<file path="config.mk">
export PLATFORM = sky130hd
export DESIGN_NAME = lvds_pixel_packetizer
export DESIGN_NICKNAME = d
export VERILOG_FILES = /design/src/rtl/pix_pkt_pkg.sv /design/src/rtl/lvds_pixel_packetizer.sv /design/src/rtl/pkt_serializer.sv
export VERILOG_INCLUDE_DIRS = /design/src /design/src/rtl
export SDC_FILE = /design/constraint.sdc
export NUM_CORES = 1
export LEC_CHECK = 0
export BUFFER_PORTS_ARGS = -buffer_cell sky130_fd_sc_hd__buf_2
export CAP_MARGIN = 15
export CORE_UTILIZATION = 51
export DETAILED_ROUTE_END_ITERATION = 10
export PLACE_DENSITY = 0.75
export SYNTH_ARGS = -nofsm -noshare
export SYNTH_HDL_FRONTEND = slang
export SYNTH_SLANG_ARGS = --single-unit
</file>
<file path="constraint.sdc">
create_clock -name ref_clk_i -period 2.15 [get_ports ref_clk_i]
set_clock_uncertainty 0.15 [all_clocks]
set_input_delay 0.215 -clock ref_clk_i [delete_from_list [all_inputs] [get_ports ref_clk_i]]
set_output_delay 0.215 -clock ref_clk_i [all_outputs]
set_load 0.05 [all_outputs]
</file>
<file path="src/rtl/pix_pkt_regs.svh">
`ifndef PIX_PKT_REGS_SVH
`define PIX_PKT_REGS_SVH
// ==========================================
// How it works
// standalone packet 12 bits, start one, stop zero
// narrow mode: pixel[9:2], line, frame bits
// wide mode: pixel[9:0], no sync bits
// stereo packet 18 bits, start, stop
// stereo: master byte then slave byte
// word 0 before frame, 3 after
// word 1 before line, 2 after
// real pixels 0..3 become 4
// receiver rebuilds line/frame from flag words
// binning keeps packet length, repeats pixels
// bin two sends each pixel twice
// bin four sends each pixel four times
// receiver keeps one of 2 or 4
// data pair tristate when block powered down
// clock pair driven only both bits clear
// fault output low outside stereo mode
// host powers block down when unused
// run 1023,0,1023 sent as 1023,4,1023
// stereo fault flag on master/slave desync
// serialize bit 0 first, one packet per pixel; with binning on, the code sends each pixel 2 or 4 times
// ==========================================
// register map
`define REG_CTRL 8'h00
`define REG_STAT 8'h04
`define REG_PIX 8'h08
`define CTRL_WIDE 0
`define CTRL_STEREO 1
`define CTRL_BLK_PD 2
`define CTRL_DATA_PD 3
`define CTRL_SCLK_PD 4
`define CTRL_BIN_LO 5
`define CTRL_BIN_HI 6
`define CTRL_RESET 32'h0000_0004
`define STAT_BUSY 0
`define STAT_SYNC_ERR 1
`define STAT_SYNC_ERR_CLR 32'h0000_0002
// ==========================================
// packet and flag words
`define PKT_LEN_SA 5'h0c
`define PKT_LEN_ST 5'h12
`define WORD_FRAME_ON 10'h000
`define WORD_LINE_ON 10'h001
`define WORD_LINE_OFF 10'h002
`define WORD_FRAME_OFF 10'h003
`define WORD_SUBST 10'h004
`define WORD_MAX 10'h3ff
`define RESP_OKAY 2'h0
`define RESP_SLVERR 2'h2
`endif

</file>
<file path="src/rtl/pix_pkt_pkg.sv">
package pix_pkt_pkg;
  typedef enum logic [1:0] {
    ST_IDLE = 2'b00,
    ST_LOAD = 2'b01,
    ST_SHIFT = 2'b10
  } ser_state_t;

  typedef struct packed {
    logic [9:0] master;
    logic [9:0] slave;
    logic line_active;
    logic frame_active;
  } pix_word_t;

  typedef struct packed {
    logic wide_pixel_select_bit;
    logic stereo;
    logic serial_block_powerdown;
    logic serial_data_powerdown;
    logic shift_clock_powerdown;
    logic [1:0] column_bin_factor;
  } ctrl_t;
endpackage

</file>
<file path="src/rtl/lvds_pixel_packetizer.sv">
`timescale 1ns/1ps
`include "pix_pkt_regs.svh"
module lvds_pixel_packetizer #(
  parameter int BIT_DIV = 1
) (
  input wire logic ref_clk_i,
  input wire logic rstn_i,
  // pixel stream, sampled on rising edges of the pixel clock
  input wire logic pix_clk_i,
  input wire logic [9:0] master_pix_i,
  input wire logic [9:0] slave_pix_i,
  input wire logic line_active_i,
  input wire logic frame_active_i,
  input wire logic slave_line_active_i,
  input wire logic slave_frame_active_i,
  // axi4-lite slave
  input wire logic [7:0] s_axi_awaddr,
  input wire logic s_axi_awvalid,
  output logic s_axi_awready,
  input wire logic [31:0] s_axi_wdata,
  input wire logic [3:0] s_axi_wstrb,
  input wire logic s_axi_wvalid,
  output logic s_axi_wready,
  output logic [1:0] s_axi_bresp,
  output logic s_axi_bvalid,
  input wire logic s_axi_bready,
  input wire logic [7:0] s_axi_araddr,
  input wire logic s_axi_arvalid,
  output logic s_axi_arready,
  output logic [31:0] s_axi_rdata,
  output logic [1:0] s_axi_rresp,
  output logic s_axi_rvalid,
  input wire logic s_axi_rready,
  // lvds pairs as single-ended level plus enable
  output logic serial_data_pair_o,
  output logic serial_data_pair_oe_o,
  output logic shift_clock_pair_o,
  output logic shift_clock_pair_oe_o,
  output logic sync_fault_o
);
  if (BIT_DIV < 1 || BIT_DIV > 255) begin : g_bad_div
    $error("BIT_DIV out of range");
  end

  // decoded field by field: the struct packs its fields in another order than the register
  localparam logic [31:0] CTRL_INIT = `CTRL_RESET;

  // ==========================================
  // state
  typedef struct packed {
    logic [1:0] pc_sync;
    logic [21:0] pix_s1;
    logic [21:0] pix_s2;
    logic [1:0] slv_s1;
    logic [1:0] slv_s2;
    logic pc_prev;
    pix_pkt_pkg::pix_word_t cur;
    logic prev_line;
    logic prev_frame;
    logic [9:0] hist1;
    logic [9:0] hist2;
    logic [9:0] pend_m;
    logic [9:0] pend_s;
    logic pend_v;
    logic [1:0] rep_left;
    logic [17:0] pkt;
    logic [4:0] pkt_len;
    logic load;
    logic [7:0] div;
    logic bit_en;
    pix_pkt_pkg::ctrl_t ctrl;
    logic sync_err;
    logic [31:0] pix_cnt;
    logic aw_hold;
    logic [7:0] aw_addr;
    logic w_hold;
    logic [31:0] w_data;
    logic [3:0] w_strb;
    logic awready;
    logic wready;
    logic bvalid;
    logic [1:0] bresp;
    logic arready;
    logic rvalid;
    logic [31:0] rdata;
    logic [1:0] rresp;
    logic sd_out;
    logic sd_oe;
    logic sc_out;
    logic sc_oe;
    logic fault;
  } top_q_t;

  top_q_t q;
  top_q_t next_q;
  logic ser_busy;
  logic ser_data;
  logic ser_clk;

  pkt_serializer #(
    .W(18)
  ) u_ser (
    .ref_clk_i(ref_clk_i),
    .rstn_i(rstn_i),
    .bit_en_i(q.bit_en),
    .load_i(q.load),
    .pkt_i(q.pkt),
    .len_i(q.pkt_len),
    .busy_o(ser_busy),
    .sdata_o(ser_data),
    .sclk_o(ser_clk)
  );

  // collision substitution, both single words and the reserved run
  function automatic logic [9:0] scrub(input logic [9:0] v, input logic [9:0] h1,
                                       input logic [9:0] h2);
    logic [9:0] r;
    r = v;
    if (v <= `WORD_FRAME_OFF) begin
      r = `WORD_SUBST;
    end
    // falls out of R08: the middle zero of 1023,0,1023 is already 4
    if (h2 == `WORD_MAX && h1 == `WORD_FRAME_ON && v == `WORD_MAX) begin
      r = `WORD_MAX;
    end
    return r;
  endfunction

  function automatic logic [17:0] build(input pix_pkt_pkg::ctrl_t c, input logic [9:0] m,
                                        input logic [9:0] s, input logic lv,
                                        input logic fv);
    logic [17:0] p;
    p = '0;
    if (c.stereo) begin
      p = {1'b0, s[9:2], m[9:2], 1'b1};
    end else if (c.wide_pixel_select_bit) begin
      p = {6'h00, 1'b0, m, 1'b1};
    end else begin
      p = {6'h00, 1'b0, fv, lv, m[9:2], 1'b1};
    end
    return p;
  endfunction

  logic pc_rise;
  logic [2:0] rep_cnt;
  logic [9:0] sm;
  logic [9:0] ss;
  logic [31:0] wmask;
  logic [31:0] ctrl_word;

  always_comb begin
    next_q = q;
    next_q.load = 1'b0;
    pc_rise = 1'b0;
    rep_cnt = 3'h1;
    sm = '0;
    ss = '0;
    wmask = '0;
    ctrl_word = '0;

    // ========================================
    // synchronisers for the pixel domain
    next_q.pc_sync = {q.pc_sync[0], pix_clk_i};
    next_q.pix_s1 = {master_pix_i, slave_pix_i, line_active_i, frame_active_i};
    next_q.pix_s2 = q.pix_s1;
    next_q.slv_s1 = {slave_line_active_i, slave_frame_active_i};
    next_q.slv_s2 = q.slv_s1;
    next_q.pc_prev = q.pc_sync[1];
    pc_rise = q.pc_sync[1] && !q.pc_prev;

    // ========================================
    // bit-rate divider
    next_q.bit_en = 1'b0;
    if (q.div == 8'(BIT_DIV - 1)) begin
      next_q.div = '0;
      next_q.bit_en = 1'b1;
    end else begin
      next_q.div = q.div + 8'h01;
    end

    case (q.ctrl.column_bin_factor)
      2'b01: rep_cnt = 3'h2;
      2'b10, 2'b11: rep_cnt = 3'h4;
      default: rep_cnt = 3'h1;
    endcase

    // ========================================
    // capture a pixel, decide which word goes out
    if (pc_rise) begin
      next_q.cur = q.pix_s2;
      next_q.prev_line = q.pix_s2[1];
      next_q.prev_frame = q.pix_s2[0];
      sm = q.pix_s2[21:12];
      ss = q.pix_s2[11:2];
      if (q.pix_s2[0] && !q.prev_frame) begin
        sm = `WORD_FRAME_ON;
        ss = `WORD_FRAME_ON;
      end else if (!q.pix_s2[0] && q.prev_frame) begin
        sm = `WORD_FRAME_OFF;
        ss = `WORD_FRAME_OFF;
      end else if (q.pix_s2[1] && !q.prev_line) begin
        sm = `WORD_LINE_ON;
        ss = `WORD_LINE_ON;
      end else if (!q.pix_s2[1] && q.prev_line) begin
        sm = `WORD_LINE_OFF;
        ss = `WORD_LINE_OFF;
      end else begin
        sm = scrub(q.pix_s2[21:12], q.hist1, q.hist2);
        ss = scrub(q.pix_s2[11:2], q.hist1, q.hist2);
      end
      next_q.hist1 = q.pix_s2[21:12];
      next_q.hist2 = q.hist1;
      next_q.pend_m = sm;
      next_q.pend_s = ss;
      next_q.pend_v = 1'b1;
      next_q.rep_left = 2'(rep_cnt - 3'h1);
      next_q.pix_cnt = q.pix_cnt + 32'h1;
      if (q.ctrl.stereo && (q.pix_s2[1:0] != q.slv_s2)) begin
        next_q.sync_err = 1'b1;
      end
    end

    // ========================================
    // hand packets to the serializer; a late pixel overrides stale repeats
    if (!ser_busy && !q.load && q.pend_v) begin
      next_q.pkt = build(q.ctrl, q.pend_m, q.pend_s, q.cur.line_active,
                         q.cur.frame_active);
      next_q.pkt_len = q.ctrl.stereo ? `PKT_LEN_ST : `PKT_LEN_SA;
      next_q.load = 1'b1;
      if (q.rep_left == 2'h0) begin
        next_q.pend_v = pc_rise;
      end else if (!pc_rise) begin
        next_q.rep_left = q.rep_left - 2'h1;
      end
    end

    // ========================================
    // axi4-lite slave
    next_q.awready = !q.aw_hold && !q.bvalid && !q.awready;
    next_q.wready = !q.w_hold && !q.bvalid && !q.wready;
    if (s_axi_awvalid && q.awready) begin
      next_q.aw_hold = 1'b1;
      next_q.aw_addr = s_axi_awaddr;
      next_q.awready = 1'b0;
    end
    if (s_axi_wvalid && q.wready) begin
      next_q.w_hold = 1'b1;
      next_q.w_data = s_axi_wdata;
      next_q.w_strb = s_axi_wstrb;
      next_q.wready = 1'b0;
    end
    for (int i = 0; i < 4; i++) begin
      wmask[i*8 +: 8] = {8{q.w_strb[i]}};
    end
    if (q.aw_hold && q.w_hold && !q.bvalid) begin
      next_q.aw_hold = 1'b0;
      next_q.w_hold = 1'b0;
      next_q.bvalid = 1'b1;
      next_q.bresp = `RESP_OKAY;
      if (q.aw_addr == `REG_CTRL) begin
        ctrl_word = {25'h0, q.ctrl.column_bin_factor, q.ctrl.shift_clock_powerdown,
                     q.ctrl.serial_data_powerdown, q.ctrl.serial_block_powerdown,
                     q.ctrl.stereo, q.ctrl.wide_pixel_select_bit};
        ctrl_word = (ctrl_word & ~wmask) | (q.w_data & wmask);
        next_q.ctrl.wide_pixel_select_bit = ctrl_word[`CTRL_WIDE];
        next_q.ctrl.stereo = ctrl_word[`CTRL_STEREO];
        next_q.ctrl.serial_block_powerdown = ctrl_word[`CTRL_BLK_PD];
        next_q.ctrl.serial_data_powerdown = ctrl_word[`CTRL_DATA_PD];
        next_q.ctrl.shift_clock_powerdown = ctrl_word[`CTRL_SCLK_PD];
        next_q.ctrl.column_bin_factor = ctrl_word[`CTRL_BIN_HI:`CTRL_BIN_LO];
      end else if (q.aw_addr == `REG_STAT) begin
        // write one to clear; a fresh fault in the same cycle wins
        if (q.w_strb[0] && q.w_data[`STAT_SYNC_ERR] && !next_q.sync_err) begin
          next_q.sync_err = 1'b0;
        end else if (q.w_strb[0] && q.w_data[`STAT_SYNC_ERR] && !(pc_rise && q.ctrl.stereo
                     && (q.pix_s2[1:0] != q.slv_s2))) begin
          next_q.sync_err = 1'b0;
        end
      end else if (q.aw_addr != `REG_PIX) begin
        next_q.bresp = `RESP_SLVERR;
      end
    end
    if (q.bvalid && s_axi_bready) begin
      next_q.bvalid = 1'b0;
    end

    next_q.arready = !q.rvalid && !q.arready;
    if (s_axi_arvalid && q.arready) begin
      next_q.arready = 1'b0;
      next_q.rvalid = 1'b1;
      next_q.rresp = `RESP_OKAY;
      if (s_axi_araddr == `REG_CTRL) begin
        next_q.rdata = {25'h0, q.ctrl.column_bin_factor, q.ctrl.shift_clock_powerdown,
                        q.ctrl.serial_data_powerdown, q.ctrl.serial_block_powerdown,
                        q.ctrl.stereo, q.ctrl.wide_pixel_select_bit};
      end else if (s_axi_araddr == `REG_STAT) begin
        next_q.rdata = {30'h0, q.sync_err, ser_busy};
      end else if (s_axi_araddr == `REG_PIX) begin
        next_q.rdata = q.pix_cnt;
      end else begin
        next_q.rdata = '0;
        next_q.rresp = `RESP_SLVERR;
      end
    end
    if (q.rvalid && s_axi_rready) begin
      next_q.rvalid = 1'b0;
    end

    // ========================================
    // pin drive
    next_q.sd_out = ser_data;
    next_q.sc_out = ser_clk;
    next_q.sd_oe = !q.ctrl.serial_block_powerdown;
    next_q.sc_oe = !q.ctrl.serial_block_powerdown && !q.ctrl.shift_clock_powerdown;
    next_q.fault = q.ctrl.stereo && q.sync_err;
  end

  always_ff @(posedge ref_clk_i or negedge rstn_i) begin
    if (!rstn_i) begin
      q <= '0;
      q.ctrl.wide_pixel_select_bit <= CTRL_INIT[`CTRL_WIDE];
      q.ctrl.stereo <= CTRL_INIT[`CTRL_STEREO];
      q.ctrl.serial_block_powerdown <= CTRL_INIT[`CTRL_BLK_PD];
      q.ctrl.serial_data_powerdown <= CTRL_INIT[`CTRL_DATA_PD];
      q.ctrl.shift_clock_powerdown <= CTRL_INIT[`CTRL_SCLK_PD];
      q.ctrl.column_bin_factor <= CTRL_INIT[`CTRL_BIN_HI:`CTRL_BIN_LO];
    end else begin
      q <= next_q;
    end
  end

  assign s_axi_awready = q.awready;
  assign s_axi_wready = q.wready;
  assign s_axi_bvalid = q.bvalid;
  assign s_axi_bresp = q.bresp;
  assign s_axi_arready = q.arready;
  assign s_axi_rvalid = q.rvalid;
  assign s_axi_rdata = q.rdata;
  assign s_axi_rresp = q.rresp;
  assign serial_data_pair_o = q.sd_out;
  assign serial_data_pair_oe_o = q.sd_oe;
  assign shift_clock_pair_o = q.sc_out;
  assign shift_clock_pair_oe_o = q.sc_oe;
  assign sync_fault_o = q.fault;
endmodule

</file>
<file path="src/rtl/pkt_serializer.sv">
`timescale 1ns/1ps
`include "pix_pkt_regs.svh"
// shifts one packet out, bit 0 first, one bit per two bit-enable pulses (clock rise, then fall)
module pkt_serializer #(
  parameter int W = 18
) (
  input wire logic ref_clk_i,
  input wire logic rstn_i,
  input wire logic bit_en_i,
  input wire logic load_i,
  input wire logic [W-1:0] pkt_i,
  input wire logic [4:0] len_i,
  output logic busy_o,
  output logic sdata_o,
  output logic sclk_o
);
  if (W < 18) begin : g_narrow
    $error("serializer too narrow for stereo packets");
  end

  typedef struct packed {
    logic [W-1:0] sh;
    logic [4:0] left;
    logic busy;
    logic sdata;
    logic sclk;
  } ser_q_t;

  ser_q_t q;
  ser_q_t next_q;

  always_comb begin
    next_q = q;
    if (load_i && !q.busy) begin
      next_q.sh = pkt_i;
      next_q.left = len_i;
      next_q.busy = 1'b1;
    end else if (q.busy && bit_en_i) begin
      if (!q.sclk) begin
        next_q.sdata = q.sh[0];
        next_q.sclk = 1'b1;
      end else begin
        next_q.sclk = 1'b0;
        next_q.sh = q.sh >> 1;
        next_q.left = q.left - 5'h01;
        if (q.left == 5'h01) begin
          next_q.busy = 1'b0;
        end
      end
    end
  end

  always_ff @(posedge ref_clk_i or negedge rstn_i) begin
    if (!rstn_i) begin
      q <= '0;
    end else begin
      q <= next_q;
    end
  end

  assign busy_o = q.busy;
  assign sdata_o = q.sdata;
  assign sclk_o = q.sclk;
endmodule

</file>
---- Word level (Yosys, flattened, before mapping) ----
Cells that the tools add are included.
storage, ports and cells
  memories ................................ 0
  logic and storage cells ................. 198
  register bits after elaboration ......... 287
  memory bits (read-only) ................. 0
  output and inout bits ................... 46
  RAM bits ................................ 0
  input bits .............................. 84
  bits in latches ......................... 0
operators by class
  eq/ne operators ......................... 12
  shift operators ......................... 0
  muxes and demuxes ....................... 55
  bitwise operators ....................... 6
  multipliers ............................. 0
  magnitude comparators ................... 2
  divide/modulo/power cells ............... 0
  reduce and logical (&&, ||, !) cells .... 68
  $add $sub $neg .......................... 5
operators with widths
  kind                   number
  $mux 10                12
  $mux 32                3
  $mux 24                2
  $mux 37                1
  $mux 36                1
  $mux 33                1
  $add 32x1->32 const B  1
  $logic_and 1x1->1      32
  $eq 10x10->1 const B   3
  $mux 27                1
  $mux 26                1
  $logic_not 8->1        3
  $le 10x2->1 const B    2
  $logic_not 1->1        18
  $mux 1                 17
  $mux 17                1
  $eq 8x3->1 const B     2
  $mux 2                 8
  $and 7x7->7            2
  $reduce_bool 2->1      7
  $mux 11                1
  $logic_not 10->1       1
  $mux 9                 1
  $add 8x1->8 const B    1
  19 further kinds       26

---- Logic depth before layout (Yosys ltp) ----
  word-level depth ........................ 11
  gate-level depth with buffers ........... 6
  mapped depth without buffers ............ 6

---- By module ----
A second synthesis with hierarchy kept.
unflattened totals
  cell total of the unflattened synthesis .. 766
  area total of the unflattened synthesis .. 9138.8 µm²
by module, submodules not included
  module                 area an instance (µm²)  times used  seq. area each (µm²)  cells an instance
  lvds_pixel_packetizer  7845.0                  1           5031.1                645
  pkt_serializer         1293.7                  1           650.6                 121

---- Worst setup path before layout ----
No wires, ideal clock.
  kind .................................... reg-to-reg
  start point ............................. register q, in the netlist s_axi_bvalid
  end point ............................... register q[125] in the netlist's numbering
  buffers on the path ..................... 0
  required time ........................... 1.875 ns
  data arrival time ....................... 1.870 ns
  library setup time ...................... 0.125 ns
  cell stages (with the launch flop) ...... 6
  slack ................................... 0.005 ns
  period minus slack after synthesis ...... 2.145 ns
  cell sequence ........................... dfrtp_1 > inv_1 > nand3_1 > or4b_4 > nor2_8 > mux2_2
between the ends
  cells in the longest elaborated chain, start to end .. 3
ends and longest elaborated chain
  what                        line                          RTL
  from (decl)                 lvds_pixel_packetizer.sv:94   top_q_t q;
  from (signal assigned)      lvds_pixel_packetizer.sv:328  q <= next_q;
  $logic_not 1->1             lvds_pixel_packetizer.sv:255  if (q.aw_hold && q.w_hold && !q.bvalid) begin
  $logic_and 1x1->1           lvds_pixel_packetizer.sv:255
  $reduce_and 2->1 (no line)  n/a
No other way between the ends.
A chain may end at the register's enable or synchronous reset.

---- Worst setup path in the final report ----
  start point ............................. register q[88] in the netlist's numbering
  end point ............................... register q[128] in the netlist's numbering
between the ends
  cells in the longest elaborated chain, start to end .. 2
ends and longest elaborated chain
  what
  $logic_not 8->1 (no line)
  $reduce_and 2->1 (no line)
No other way between the ends.

==> flow_summary.ini <==
[cells_and_area]
fill_cells = 1278
final_common_cell = dfrtp_1
seqCellArea_um2 = 5660
nets = 958
layout_common_cells = dfrtp_1 (225), nand2_1 (135), buf_2 (96)
diodes = 0
drive_gt1_share_pct = 21.9
syn_to_final_growth_pct = 20.5
multi_input_area_um2 = 2800
stdcell_count = 1103

[sta]
hold_slack_ns = -0.00596
worst_pin_slew_ns = 0.622
relSlewSlack_pct = 58.5
clock.fmax_mhz = 474
setup_viol = 0
rsz0062_at_grt = yes
final.setup.tns_ns = 0
fin_crit_ns = 2.11
hold_viol_final = 1
maxSlewViolCount = 0
period_share_pct = 98.2

[synth]
yosysUniqueCellTypes = 46
yosysSeqAreaShare_pct = 63.6
synth_compound_area_share_pct = 8.69
syn_inst = 752
synthSimpleGateAreaFrac_pct = 12.3
async_flop_share_pct = 100
synth_area_um2 = 8890
avgSynthCellArea_um2 = 11.8
ys_warn_count = 0
ys_ff_latch = 226
yosysTopAreaCellShare_pct = 63.3
synth_top_area_cell = dfrtp_1
synth_top_family_by_area = simple AND/OR/NAND/NOR gates
yosys.area_share.xor_xnor_pct = 4.14
synth_edf_count = 0
synthMuxAreaShare_pct = 5.32
synthAdderAreaFrac_pct = 0.844
synth-main-ff-cell = dfrtp_1
synth_area_leaders = dfrtp_1 (63%), nand2_1 (5.7%), xnor2_1 (3.5%)

[global_route]
overflow = 0
grt_usage_pct = 19.4
grt_antenna_before_repair = 0
grt_pass1_vias = 5814
grt_pass1_wl_um = 28300
grt_max_degree = 57

[run]
drv_cap = 0

[clock_network]
clkLatencyLatePin_ns = 0.50
numCtsBuffers = 23
clockBufferDepth = 3
clockRootBuffer = clkbuf_16
clock_sinks = 226
clkTransAtPathRegs_ns = 0.06
cts_tree = done
cts.htree.levels = 1

[drt]
drtIter0Drc = 293
wire_per_inst_um = 15.0
firstDrtPassIters = 4
vias_per_cell = 5.16
final_antenna_net_count = 0
via_count = 5695
wl_um = 16500
route.detailed.drc = 0

[die]
dieArea_um2 = 18000
die_w_um = 134
die_h_um = 134
io_pins = 130
std_cell_rows = 47
core_um2 = 16800
start_util_pct = 52.9

[setup_path]
cp.arrival_ns = 2.34
critPathLaunchType = flip-flop
crit_type = reg2reg
crit_path_end_kind = flip-flop
critPathSlowestCell = or4b_4
crit_chain = nor4_2, nand2_1, or4b_4, nor2_8, mux2_2
slowest_delay_ns = 0.54
required_ns = 2.37
cp_max_fo = 7

[power_and_ir_drop]
power_w = 0.0117
power_density_nw_per_um2 = 1090
vdd.ir_drop.worst_uv = 813
power_leakage_nw = 5.09

[run_status]
violations = hold timing
outcome = finished, violations left

[hold_path]
hold_path_class = in2reg

[placed_design]
port_buffers = 97
dpl.cell_count = 1017
finalWeightedCongestion = 0.758
dp_hpwl_um = 10200
## per-layer routing
| metal | global-route usage [%] | wire length, um |
|---|---|---|
| met5 | 0 | 0 |
| met2 | 32.4 | 8030 |
| met4 | 4.93 | 284 |
| met3 | 3.67 | 751 |
| met1 | 26.3 | 7460 |
## through the flow
step / worst slack [ns] / instance area, um2 / hold slack [ns] / utilization (%)
final: 0.0392 / 10700 / -0.00596 / 63.7
after global routing: -0.0372 / 10700 / 0.0670 / 63.7
after CTS: 0.0263 / 10700 / 0.00240 / 63.6
after detailed placement: 0.0424 / 9440 / 0.0227 / 56.1
after global placement: 0.0793 / 9440 / 0.0197 / 56.1
after floorplan: 0.00497 / 8900 / -0.231 / -
## critical path: cells and delay by family, from the launching register on
family | cells | cell delay [ns]
flip-flops | 1 | 0.39
AND/OR/NAND/NOR | 4 | 1.10
multiplexers | 1 | 0.35
## what timing repair did
action                     CTS  global route
setup endpoints to repair    0             7
resized for setup            0             3
hold buffers                45             0
buffers inserted             0             1
hold endpoints to repair   270             0
## logic make-up (layout without fill, tap and decap cells)
kind of cell	after synthesis	count (layout)
AO/OA/AOI/OAI	117	117
XOR/XNOR	42	42
adder cells (fa/ha/maj)	6	6
buffers and inverters	83	213
flip-flops	226	226
multiplexers	44	44
other	1	2
AND/OR/NAND/NOR	233	233
## cells in the mapped netlist, types with 2 or more instances
library cell and count:
a21oi_1 10, nor3_1 6, a22oi_1 18, buf_4 38, dfrtp_1 225, nand4_1 7
a22o_1 27, nor3_2 3, or3_1 2, and4_1 4, xor2_1 6, nor4_1 8
xnor2_1 36, inv_1 14, nand3_1 24, nor2b_1 4, nand2_1 135, nand2b_1 5
buf_1 4, nor2_1 21, a221o_1 2, mux2_2 26, o311ai_0 2, and3_1 5
a31oi_1 3, mux2i_1 18, o21ai_0 47, ha_1 6, o211ai_1 3, clkbuf_1 26
or2_2 2
## final cells by class
type / instances / share of cell area, %
timing repair buffer: 159 / 10.5
multi-input combinational: 444 / 26.1
inverter: 14 / 0.490
sequential: 226 / 52.8
tap: 220 / 2.57
clock inverter: 12 / 1.79
clock buffer: 28 / 5.82
## power by group
part	leakage [nW]	switching [W]	internal, W	total [W]
clock	0.402	0.00158	0.00266	0.00424
sequential	2.91	0.000533	0.00490	0.00543
combinational	1.78	0.00121	0.000773	0.00198
## path summary, 6_finish.rpt
kind,endpoint,depth (start not counted),startpoint,slack [ns]
min in group asynchronous,q[161]$_DFFE_PN0P_,2,rstn_i,0.09
max in group asynchronous,next_q[234]$_DFF_PN0_,3,rstn_i,1.05
worst max register to register,q[128]$_DFFE_PN0P_,5,q[88]$_DFFE_PN0P_,0.04
worst min register to register,q[253]$_DFF_PN0_,0,next_q[253]$_DFF_PN0_,0.19
worst max-delay path,q[128]$_DFFE_PN0P_,5,q[88]$_DFFE_PN0P_,0.04
worst min-delay path,s_axi_rresp[1]$_DFFE_PN0P_,5,s_axi_araddr[0],-0.006
## state kept, by name, summed over array words and instances, names as in the netlist
signal and count:
shift_clock_pair_oe_o 1, serial_data_pair_o 1, u_ser.sdata_o 1, s_axi_wready 1
u_ser.busy_o 1, s_axi_bresp 1, shift_clock_pair_o 1, s_axi_bvalid 1
u_ser.sclk_o 1, q 133, s_axi_rdata 32, s_axi_arready 1
serial_data_pair_oe_o 1, sync_fault_o 1, s_axi_rresp 1, u_ser.q 22
next_q 24, s_axi_rvalid 1, s_axi_awready 1
No activity file was read; power rests on OpenSTA's default activity.
